$ cat src/hdl/scratchpad_regs.sv
// Shared constants and carriers, plus the sixteen-entry scratch-pad register file.
`timescale 1ns/1ps
`default_nettype none

package cpu_ctrl_pkg;
    // ------------------------------------------------------------
    // Opcodes handled by the control-instruction unit.
    // ------------------------------------------------------------
    localparam logic [7:0] OP_NOP = 8'hc4;
    localparam logic [3:0] OP_SEL_PC_HI = 4'hd;
    localparam logic [3:0] OP_SEL_DP_HI = 4'he;
    localparam logic [7:0] OP_SET_FLAG = 8'h7b;
    localparam logic [7:0] OP_CLR_FLAG = 8'h7a;
    localparam logic [7:0] OP_PUSH_STATUS = 8'h78;
    localparam logic [7:0] OP_MARK = 8'h79;
    localparam logic [7:0] OP_RESTORE_EN = 8'h70;
    localparam logic [7:0] OP_RESTORE_MASK = 8'h71;
    localparam logic [4:0] OP_OUT_HI = 5'h0c;
    localparam logic [2:0] OP_OUT_NONE = 3'h0;
    localparam logic [7:0] OP_BR_FLAG_HIGH = 8'h31;
    localparam logic [7:0] OP_BR_FLAG_LOW = 8'h39;
    // ------------------------------------------------------------
    // Fixed register indices and reset values.
    // ------------------------------------------------------------
    localparam logic [3:0] STACK_IDX = 4'h2;
    localparam logic [3:0] INT_PC_IDX = 4'h1;
    localparam logic [3:0] SEL_RESET = 4'h0;
    localparam logic [15:0] REG_RESET = 16'h0000;
    localparam logic [15:0] ONE16 = 16'h0001;
    localparam int NUM_REGS = 16;
    // Packed byte layout of the saved designators: data pointer high nibble.
    localparam int DP_FIELD_LSB = 4;
    localparam int PC_FIELD_LSB = 0;

    // One request to external memory; rd and wr are one-cycle pulses.
    typedef struct packed {
        logic [15:0] addr;
        logic rd;
        logic wr;
        logic [7:0] wdata;
    } mem_req_t;

    // One output-port transfer; strobe is a one-cycle pulse.
    typedef struct packed {
        logic strobe;
        logic [2:0] sel;
        logic [7:0] data;
    } io_out_t;
endpackage

module scratchpad_regs (
    // Clock and reset.
    input wire logic ref_clk,
    input wire logic srst,
    // Single write port.
    input wire logic wrEn,
    input wire logic [3:0] wrIdx,
    input wire logic [15:0] wrData,
    // Two combinational read ports.
    input wire logic [3:0] rdIdxA,
    input wire logic [3:0] rdIdxB,
    output logic [15:0] rdDataA,
    output logic [15:0] rdDataB
);
    // Storage is plain flip-flops, one 16-bit word per entry.
    logic [15:0] regs [cpu_ctrl_pkg::NUM_REGS];

    // ------------------------------------------------------------
    // Per-entry storage.
    // ------------------------------------------------------------
    genvar i;
    generate
        for (i = 0; i < cpu_ctrl_pkg::NUM_REGS; i++) begin : g_entry
            // Each entry loads only when the write index selects it.
            always_ff @(posedge ref_clk) begin
                if (srst) begin
                    regs[i] <= cpu_ctrl_pkg::REG_RESET;
                end else if (wrEn && wrIdx == 4'(i)) begin
                    regs[i] <= wrData;
                end
            end
        end
    endgenerate

    // Reads are combinational so a fetch sees the pointer with no extra cycle.
    assign rdDataA = regs[rdIdxA];
    assign rdDataB = regs[rdIdxB];
endmodule // scratchpad_regs

`default_nettype wire

$ cat src/hdl/cpu_control_instruction_unit.sv
// Control-instruction execution unit of an 8-bit register-oriented CPU.

`timescale 1ns/1ps
`default_nettype none

module cpu_control_instruction_unit (
    // Clock and reset.
    input wire logic ref_clk,
    input wire logic srst,
    // Mode and interrupt pins, asynchronous to ref_clk.
    input wire logic clearN,
    input wire logic waitN,
    input wire logic intReqN,
    // External memory; read data is valid the cycle after rd is seen.
    output cpu_ctrl_pkg::mem_req_t memReq,
    input wire logic [7:0] memRdata,
    // Output-port transfers.
    output cpu_ctrl_pkg::io_out_t ioOut,
    // Status pins.
    output logic flagOut,
    output logic [3:0] progSel,
    output logic [3:0] dataSel,
    output logic intEnable
);
    // ------------------------------------------------------------
    // State and storage.
    // ------------------------------------------------------------
    typedef enum logic [2:0] {FETCH, FWAIT, DECODE, XWAIT, XDATA, XWRITE} state_t;
    state_t state_r;
    // Two-flop synchronisers for the pins.
    logic [1:0] clearSync_r, waitSync_r, intSync_r;
    // Designators, temporary byte and the flag.
    logic [3:0] pSel_r, xSel_r;
    logic [7:0] tmp_r;
    logic [7:0] opcode_r;
    logic flag_r, ie_r, first_r;
    cpu_ctrl_pkg::mem_req_t memReq_r;
    cpu_ctrl_pkg::io_out_t ioOut_r;

    // Synchronisers: the first stage feeds only the second.
    always_ff @(posedge ref_clk) begin
        if (srst) begin
            clearSync_r <= 2'h0;
            waitSync_r <= 2'h3;
            intSync_r <= 2'h3;
        end else begin
            clearSync_r <= {clearSync_r[0], clearN};
            waitSync_r <= {waitSync_r[0], waitN};
            intSync_r <= {intSync_r[0], intReqN};
        end
    end

    // ------------------------------------------------------------
    // Decode of modes and the current byte.
    // ------------------------------------------------------------
    // Reset mode is clear low with wait high; both high means run.
    wire resetMode = !clearSync_r[1] && waitSync_r[1];
    wire cpuRst = srst || resetMode;
    wire running = clearSync_r[1] && waitSync_r[1];
    wire intPending = !intSync_r[1];
    // The opcode is decoded straight off the bus in DECODE, from the latch later.
    wire [7:0] op = (state_r == DECODE) ? memRdata : opcode_r;
    wire isSelPc = op[7:4] == cpu_ctrl_pkg::OP_SEL_PC_HI;
    wire isSelDp = op[7:4] == cpu_ctrl_pkg::OP_SEL_DP_HI;
    wire isOut = op[7:3] == cpu_ctrl_pkg::OP_OUT_HI && op[2:0] != cpu_ctrl_pkg::OP_OUT_NONE;
    wire isRestore = op == cpu_ctrl_pkg::OP_RESTORE_EN || op == cpu_ctrl_pkg::OP_RESTORE_MASK;
    wire isBranch = op == cpu_ctrl_pkg::OP_BR_FLAG_HIGH || op == cpu_ctrl_pkg::OP_BR_FLAG_LOW;
    wire isPush = op == cpu_ctrl_pkg::OP_PUSH_STATUS;
    wire isMark = op == cpu_ctrl_pkg::OP_MARK;
    wire xInc = isOut || isRestore;
    wire brTaken = (op == cpu_ctrl_pkg::OP_BR_FLAG_HIGH && flag_r)
                || (op == cpu_ctrl_pkg::OP_BR_FLAG_LOW && !flag_r);
    // Interrupt gated off during the first instruction.
    wire intTake = state_r == FETCH && running && ie_r && !first_r && intPending;
    wire [7:0] statusByte = {xSel_r, pSel_r};

    // ------------------------------------------------------------
    // Register-file ports.
    // ------------------------------------------------------------
    logic [15:0] rpVal, rxVal;
    // Mark addresses the stack register; everything else uses the data pointer.
    wire [3:0] idxB = (state_r == DECODE && isMark) ? cpu_ctrl_pkg::STACK_IDX : xSel_r;
    wire fetchInc = state_r == FETCH && running && !intTake;
    wire decInc = state_r == DECODE && (xInc || isBranch || isMark);
    wire brLoad = state_r == XDATA && isBranch && brTaken;
    wire wrEn = fetchInc || decInc || brLoad;
    // Decode-cycle increment of the data-pointer register, or decrement of the stack register for mark.
    // When indices match, this follows the fetch increment of the same entry.
    wire [3:0] wrIdx = (decInc && !isBranch) ? idxB : pSel_r;
    wire [15:0] wrData = brLoad ? {rpVal[15:8], memRdata}
                       : (decInc && isMark) ? rxVal - cpu_ctrl_pkg::ONE16
                       : (decInc && !isBranch) ? rxVal + cpu_ctrl_pkg::ONE16
                       : rpVal + cpu_ctrl_pkg::ONE16;

    scratchpad_regs i_scratchpad_regs (
        .ref_clk(ref_clk),
        .srst(srst),
        .wrEn(wrEn),
        .wrIdx(wrIdx),
        .wrData(wrData),
        .rdIdxA(pSel_r),
        .rdIdxB(idxB),
        .rdDataA(rpVal),
        .rdDataB(rxVal)
    );

    // ------------------------------------------------------------
    // Sequencer.
    // ------------------------------------------------------------
    // Only FETCH honours wait, so an instruction in flight always completes.
    always_ff @(posedge ref_clk) begin
        if (cpuRst) begin
            state_r <= FETCH;
            opcode_r <= cpu_ctrl_pkg::OP_NOP;
        end else begin
            case (state_r)
                FETCH: begin
                    if (fetchInc) begin
                        state_r <= FWAIT;
                    end
                end
                FWAIT: state_r <= DECODE;
                DECODE: begin
                    opcode_r <= memRdata;
                    if (xInc || isBranch) begin
                        state_r <= XWAIT;
                    end else if (isPush || isMark) begin
                        state_r <= XWRITE;
                    end else begin
                        // Any other byte just returns to fetch.
                        state_r <= FETCH;
                    end
                end
                XWAIT: state_r <= XDATA;
                XDATA: state_r <= FETCH;
                XWRITE: state_r <= FETCH;
                default: state_r <= FETCH;
            endcase
        end
    end

    // Memory and output-port strobes; pulses fall back each cycle.
    always_ff @(posedge ref_clk) begin
        if (cpuRst) begin
            memReq_r <= '0;
            ioOut_r <= '0;
        end else begin
            memReq_r.rd <= 1'b0;
            memReq_r.wr <= 1'b0;
            ioOut_r.strobe <= 1'b0;
            if (fetchInc) begin
                memReq_r.addr <= rpVal;
                memReq_r.rd <= 1'b1;
            end else if (state_r == DECODE && (xInc || isBranch)) begin
                memReq_r.addr <= isBranch ? rpVal : rxVal;
                memReq_r.rd <= 1'b1;
            end else if (state_r == DECODE && isPush) begin
                // Push the temporary byte at the data pointer.
                memReq_r.addr <= rxVal;
                memReq_r.wr <= 1'b1;
                memReq_r.wdata <= tmp_r;
            end else if (state_r == DECODE && isMark) begin
                // Mark stores the live designators at the stack.
                memReq_r.addr <= rxVal;
                memReq_r.wr <= 1'b1;
                memReq_r.wdata <= statusByte;
            end
            if (state_r == XDATA && isOut) begin
                ioOut_r.strobe <= 1'b1;
                ioOut_r.sel <= op[2:0];
                ioOut_r.data <= memRdata;
            end
        end
    end

    // Designators, temporary byte, interrupt enable and first-instruction mark.
    always_ff @(posedge ref_clk) begin
        if (cpuRst) begin
            pSel_r <= cpu_ctrl_pkg::SEL_RESET;
            xSel_r <= cpu_ctrl_pkg::SEL_RESET;
            tmp_r <= 8'h00;
            ie_r <= 1'b1;
            first_r <= 1'b1;
        end else if (intTake) begin
            // Save designators, vector to the interrupt counter.
            tmp_r <= statusByte;
            xSel_r <= cpu_ctrl_pkg::STACK_IDX;
            pSel_r <= cpu_ctrl_pkg::INT_PC_IDX;
            ie_r <= 1'b0;
        end else if (state_r == DECODE) begin
            first_r <= 1'b0;
            if (isSelPc) begin
                pSel_r <= memRdata[3:0];
            end
            if (isSelDp) begin
                xSel_r <= memRdata[3:0];
            end
            if (isMark) begin
                tmp_r <= statusByte;
                xSel_r <= pSel_r;
            end
        end else if (state_r == XDATA && isRestore) begin
            // Restore both designators from the byte at the data pointer.
            xSel_r <= memRdata[cpu_ctrl_pkg::DP_FIELD_LSB +: 4];
            pSel_r <= memRdata[cpu_ctrl_pkg::PC_FIELD_LSB +: 4];
            // Enable or mask interrupts by opcode.
            ie_r <= op == cpu_ctrl_pkg::OP_RESTORE_EN;
        end
    end

    // Flag flip-flop; reset mode holds it low.
    always_ff @(posedge ref_clk) begin
        if (cpuRst) begin
            flag_r <= 1'b0;
        end else if (state_r == DECODE && memRdata == cpu_ctrl_pkg::OP_SET_FLAG) begin
            // Set and clear of the flag.
            flag_r <= 1'b1;
        end else if (state_r == DECODE && memRdata == cpu_ctrl_pkg::OP_CLR_FLAG) begin
            flag_r <= 1'b0;
        end
    end
    assign memReq = memReq_r;
    assign ioOut = ioOut_r;
    assign flagOut = flag_r;
    assign progSel = pSel_r;
    assign dataSel = xSel_r;
    assign intEnable = ie_r;
endmodule // cpu_control_instruction_unit
`default_nettype wire

$ cat config.mk
export PLATFORM = sky130hd
export DESIGN_NAME = cpu_control_instruction_unit
export DESIGN_NICKNAME = d
export VERILOG_FILES = /design/src/hdl/scratchpad_regs.sv /design/src/hdl/cpu_control_instruction_unit.sv
export SDC_FILE = /design/constraint.sdc
export NUM_CORES = 1
export LEC_CHECK = 0
export ABC_AREA = 1
export BUFFER_PORTS_ARGS = -buffer_cell sky130_fd_sc_hd__buf_2
export CAP_MARGIN = 40
export CORE_MARGIN = 2
export CORE_UTILIZATION = 30
export CTS_BUF_LIST = sky130_fd_sc_hd__clkbuf_8 sky130_fd_sc_hd__clkbuf_16
export DETAILED_ROUTE_END_ITERATION = 8
export GPL_TIMING_DRIVEN = 0
export HOLD_SLACK_MARGIN = 0.06
export MAX_ROUTING_LAYER = met4
export PLACE_DENSITY = 0.55
export SYNTH_ARGS = -nofsm -noshare
export SYNTH_HDL_FRONTEND = slang
export SYNTH_SLANG_ARGS = --single-unit
$ cat constraint.sdc
create_clock -name ref_clk -period 3.8 [get_ports ref_clk]
set_clock_uncertainty 0.05 [all_clocks]
set_input_delay 0.57 -clock ref_clk [delete_from_list [all_inputs] [get_ports ref_clk]]
set_output_delay 0.57 -clock ref_clk [all_outputs]
set_load 0.005 [all_outputs]
* Word level (Yosys, flattened, before mapping)
Memory sizes are Yosys's and may differ from the RTL's.
Index checks and enable logic that the tools add are counted.
** Cells by class
- Add/subtract/negate cells :: 3
- Multiplexer cells :: 102
- Reduce and logical (&&, ||, !) cells :: 75
- Bitwise logic cells :: 19
- Equality and inequality tests :: 36
** Operators by type and width (number)
- $mux W16 :: 23
- $mux W1 :: 57
- $eq A8 B7 Y1 const B :: 6
- $eq A4 B4 Y1 const B :: 10
- $logic_and A1 B1 Y1 :: 38
- $mux W4 :: 9
- $add A16 B1 Y16 const B :: 2
- $mux W8 :: 4
- $mux W9 :: 2
- $mux W17 :: 1
- $eq A4 B3 Y1 const B :: 4
- $eq A8 B6 Y1 const B :: 2
- $or A1 B1 Y1 :: 16
- $sub A16 B1 Y16 const B :: 1
- $reduce_and A2 Y1 :: 7
- $mux W12 :: 1
- $pmux W3 S4 :: 1
- $reduce_bool A2 Y1 :: 6
- $logic_or A1 B1 Y1 :: 10
- $mux W3 :: 3
- $eq A4 B2 Y1 const B :: 2
- $eq A3 B2 Y1 const B :: 2
- $logic_not A1 Y1 :: 6
- $ne A2 B2 Y1 const B :: 3
- 15 further kinds :: 19
** Word-level totals
- Flip-flop bits (word level) :: 74
- Output and inout port bits :: 48
- Memories :: 1
- Word-level logic and storage cells :: 256
- Bits of input ports :: 13
- RAM bits :: 256
** Memories
- i_scratchpad_regs.regs :: depth 16, bits a word 16, read ports 2, clocked after memory_dff 0, write ports 16, RTL line scratchpad_regs.sv:66 : logic [15:0] regs [cpu_ctrl_pkg::NUM_REGS];

* Longest topological paths before layout
- Depth after elaboration :: 16
- Mapped depth :: 31
- Depth with buffers taken out :: 27

* Cells and area by module
A second synthesis with hierarchy kept.
** Second synthesis, totals
- Cells, all modules :: 2704
- Area, all modules :: 19632.6 um^2
** By module, submodules not included
- scratchpad_regs :: area each 14866.8 um^2, times used 1, cells each 1982, seq. area each 7687.4 um^2
- cpu_control_instruction_unit :: area each 4765.8 um^2, times used 1, cells each 722, seq. area each 1481.4 um^2

* Worst setup path after synthesis
No wires, ideal clock.
- Kind :: input -> register
- From :: input port memRdata[1]
- To :: memory i_scratchpad_regs.regs[15][14] (data pin)
- Buffers on the path :: 4
- Stages on the path :: 27
- Arrival time :: 3.309 ns
- Setup slack :: 0.183 ns
- Setup time :: 0.257 ns
- Cell sequence :: nand4_1 > nand2_1 > inv_1 > nand2_1 > nor2_4 > nand3_2 > buf_6 > nand2_4 > buf_8 > inv_4 > buf_6 > nand2_1 > nand2_1 > nand3_1 > nand3_1 > nand2_1 > ha_1 > nand3_1 > nor2_2 > nand2_1 > o21bai_1 > nand2_1 > a21oi_1 > nand2_1 > nand2_2 > buf_6 > nor2_1
** RTL lines
- start, declared :: RTL line cpu_control_instruction_unit.sv:16 : input wire logic [7:0] memRdata,
- end, declared :: RTL line scratchpad_regs.sv:66

==> impl_metrics.json <==
{
  "grt_overflow": 0,
  "fmax_mhz": 248,
  "clock_path_buffers": 3,
  "ys_ff_latch": 330,
  "cts_made_buffers": 41,
  "die_x_um": 257,
  "period_share_pct": 106,
  "netlist_instances": 2440,
  "grt_usage_pct": 31.6,
  "rsz0062_at_grt": "yes",
  "yosysTopAreaCell": "edfxtp_1",
  "antenna_found_initial": 0,
  "maxCapViolCount": 0,
  "violations": "setup timing",
  "dp.cells": 3400,
  "place_hpwl_um": 75000,
  "setup_ws_ns": -0.240,
  "worst_pin_slew_ns": 1.14,
  "routedWlPerCell_um": 28.9,
  "std_cell_rows": 92,
  "synth-async-reset-ratio_pct": 0,
  "finalSetupViolCount": 291,
  "port_buffers": 60,
  "period_needed_ns": 4.04,
  "post_drt_via_cell_ratio": 5.72,
  "status": "finished, violations left",
  "timing.rr.start": "progSel[2]",
  "drv_slew": 0,
  "ys_types": 54,
  "grt_start_max_net_pins": 17,
  "cp_slowest_cell": "clkbuf_1",
  "holdPathStages": 2,
  "drt_wl_total_um": 103000,
  "drt_iter0_drc": 2774,
  "rr_worst_depth": 17,
  "drt.antenna.violating_nets": 0,
  "power.leakage_nw": 9.75,
  "final_cell_mix": "475 x nand2_1, 387 x nor2_1, 323 x nand3_1",
  "die-area_mm2": 0.0660,
  "syn_area_mm2": 0.0192,
  "ys_warn_count": 0,
  "path_clk_slew_ns": 0.06,
  "hp-class": "primary input to flip-flop",
  "final-hold-violation-count": 0,
  "hold_start": "waitN",
  "mostFrequentLayoutCell": "nand2_1",
  "ir_drop_v": 0.000243,
  "cts_tree": "built",
  "grt_pass1_wl_um": 145000,
  "p_per_area_mw_per_mm2": 338,
  "ys_seq_area_share_pct": 47.8,
  "num_vias": 20400,
  "startpoint_type": "flip-flop",
  "synthesis.nets": 2455,
  "drc_errors": 0,
  "first_global_vias": 19000,
  "synth_area_leaders": "edfxtp_1 40%, nand2_1 10%, nand3_1 9.6%, nor2_1 7.9%, dfxtp_1 7.7%",
  "holdWs_ns": 0.128,
  "final_nets": 2711,
  "core-area_mm2": 0.0632,
  "clk_latency_ns": 0.60,
  "critPathLaunch": "progSel[2]",
  "start_util_pct": 30.4,
  "drt-pass1-iter-count": 6,
  "layoutNonFillerInstCount": 3576,
  "netlist.area_leader.share_pct": 40.0,
  "critPathMostFrequentCell": "nand3_1",
  "syn_area_per_cell_um2": 7.87,
  "slowest_delay_ns": 0.68,
  "place_congestion": 1.00,
  "clkSinkCount": 330,
  "utilization_pct": 39.9,
  "crit_type": "flip-flop to flip-flop",
  "crit_path_end_kind": "flip-flop",
  "cp_max_fo": 10,
  "synth_ff_type": "edfxtp_1",
  "cts_root_buf": "clkbuf_16",
  "synth-edff-count": 256,
  "die_h_um": 257,
  "area_growth_pct": 31.4,
  "fillers": 6386,
  "critPathArrivalTime_ns": 4.33,
  "drive_gt1_share_pct": 24.4,
  "io_pins": 61,
  "slew_headroom_pct": 24.0,
  "required_ns": 4.09,
  "crit_path_cell_trace": "clkbuf_2 > clkbuf_1 > nand3_1 > nand3_1 > nand3_1 > nand2_2 > ha_4 > nand3_4 > nor2_4 > buf_6 > nand4_1 > nand3_1 > nand2_2 > nand2_4 > buf_6 > buf_8 > nor2_1",
  "htree_levels": 2
}
## power by group
group	internal (mW)	switching, mW	total [mW]
combinational	0.240	0.483	0.723
clock	2.07	1.70	3.77
sequential	3.98	0.0610	4.04
total	6.29	2.25	8.53
## Yosys cell counts (all sizes together) (2+ instances only)
master	count
xor2	3
edfxtp	256
dfxtp	74
a311o	7
nand3	390
nor3	12
nor2	438
o21ai	120
nand4	16
o21bai	2
a32oi	3
clkbuf	80
nand3b	8
a211oi	5
buf	93
o221ai	9
ha	2
o2111ai	2
a221oi	10
a31oi	6
or2	5
o22ai	5
a311oi	2
inv	147
a221o	4
a21oi	130
a32o	4
nand2	563
o31ai	2
o211ai	37
## metrics by stage
| stage | instance area [µm²] | worst slack, ns | setup TNS (ns) | power, mW |
|---|---|---|---|---|
| final | 25200 | -0.240 | -27.05 | 8.53 |
| after CTS | 24600 | -0.160 | -12.31 | 8.49 |
| after global placement | 20600 | -1.63 | -632.04 | 4.64 |
| after global routing | 25200 | -0.312 | -71.83 | 8.73 |
| after floorplan | 19200 | 0.183 | 0 | 4.40 |
| after detailed placement | 21300 | -1.69 | -528.72 | 4.67 |
## final timing paths
kind	end	slack, ns
min reg2reg	waitSync_r[1]	0.36
max	i_scratchpad_regs.regs[13][14]	-0.24
max reg2reg	i_scratchpad_regs.regs[13][14]	-0.24
min	waitSync_r[0]	0.13
## flip-flops by register name, summed over array words and instances (netlist names)
signal / cells
i_scratchpad_regs.regs: 256
memReq: 26
ioOut: 12
opcode_r: 8
tmp_r: 8
dataSel: 4
progSel: 4
state_r: 3
clearSync_r: 2
intSync_r: 2
waitSync_r: 2
first_r: 1
flagOut: 1
intEnable: 1
## worst max-delay path: cells and delay by family, from the launching register on
kind | cells | cell delay [ns]
buf+inv | 5 | 1.53
flops | 1 | 0.61
simple gates | 11 | 1.39
fa+ha+maj | 1 | 0.18
## layer usage
metal | share of wire (%) | vias up | global-route usage, %
met5 | 0 | - | -
met4 | 6.0 | 0 | 16.2
met3 | 11 | 349 | 6.27
met2 | 44 | 1467 | 47.5
met1 | 39 | 9800 | 40.2
li1 | - | 8824 | -
## what timing repair did
| item | in CTS | in global routing |
|---|---|---|
| pin swaps | 43 | 51 |
| endpoints found under the setup margin | 512 | 453 |
| gates cloned | 10 | 2 |
| hold buffers | 0 | 0 |
| gates resized for setup | 324 | 120 |
| buffers inserted | 74 | 16 |
## kinds of logic (layout without fill, tap and decap cells)
group	count (synthesis)	count (layout)	share of synthesized area [%]
buffers and inverters	321	609	7.57
adder cells (fa/ha/maj)	2	2	0.130
other	0	1	0
XOR/XNOR	3	3	0.137
AND/OR/NAND/NOR	1433	1434	33.3
AO/OA/AOI/OAI	351	351	11.1
flip-flops	330	330	47.8
## cell type report
class                   count  area [µm²]  area share (%)
diodes                      1        2.50         0.00992
plain buffers             170        1340            5.31
clock buffers              42        1040            4.12
clock inverters            34         219           0.868
inverters                 148         594            2.36
multi-input cells        1790        9670            38.3
flip-flops and latches    330        9180            36.4
well taps                 846        1060            4.20
repair buffers            214        2110            8.38
repair inverters            1        7.51          0.0298
(Power assumes the default switching activity.)
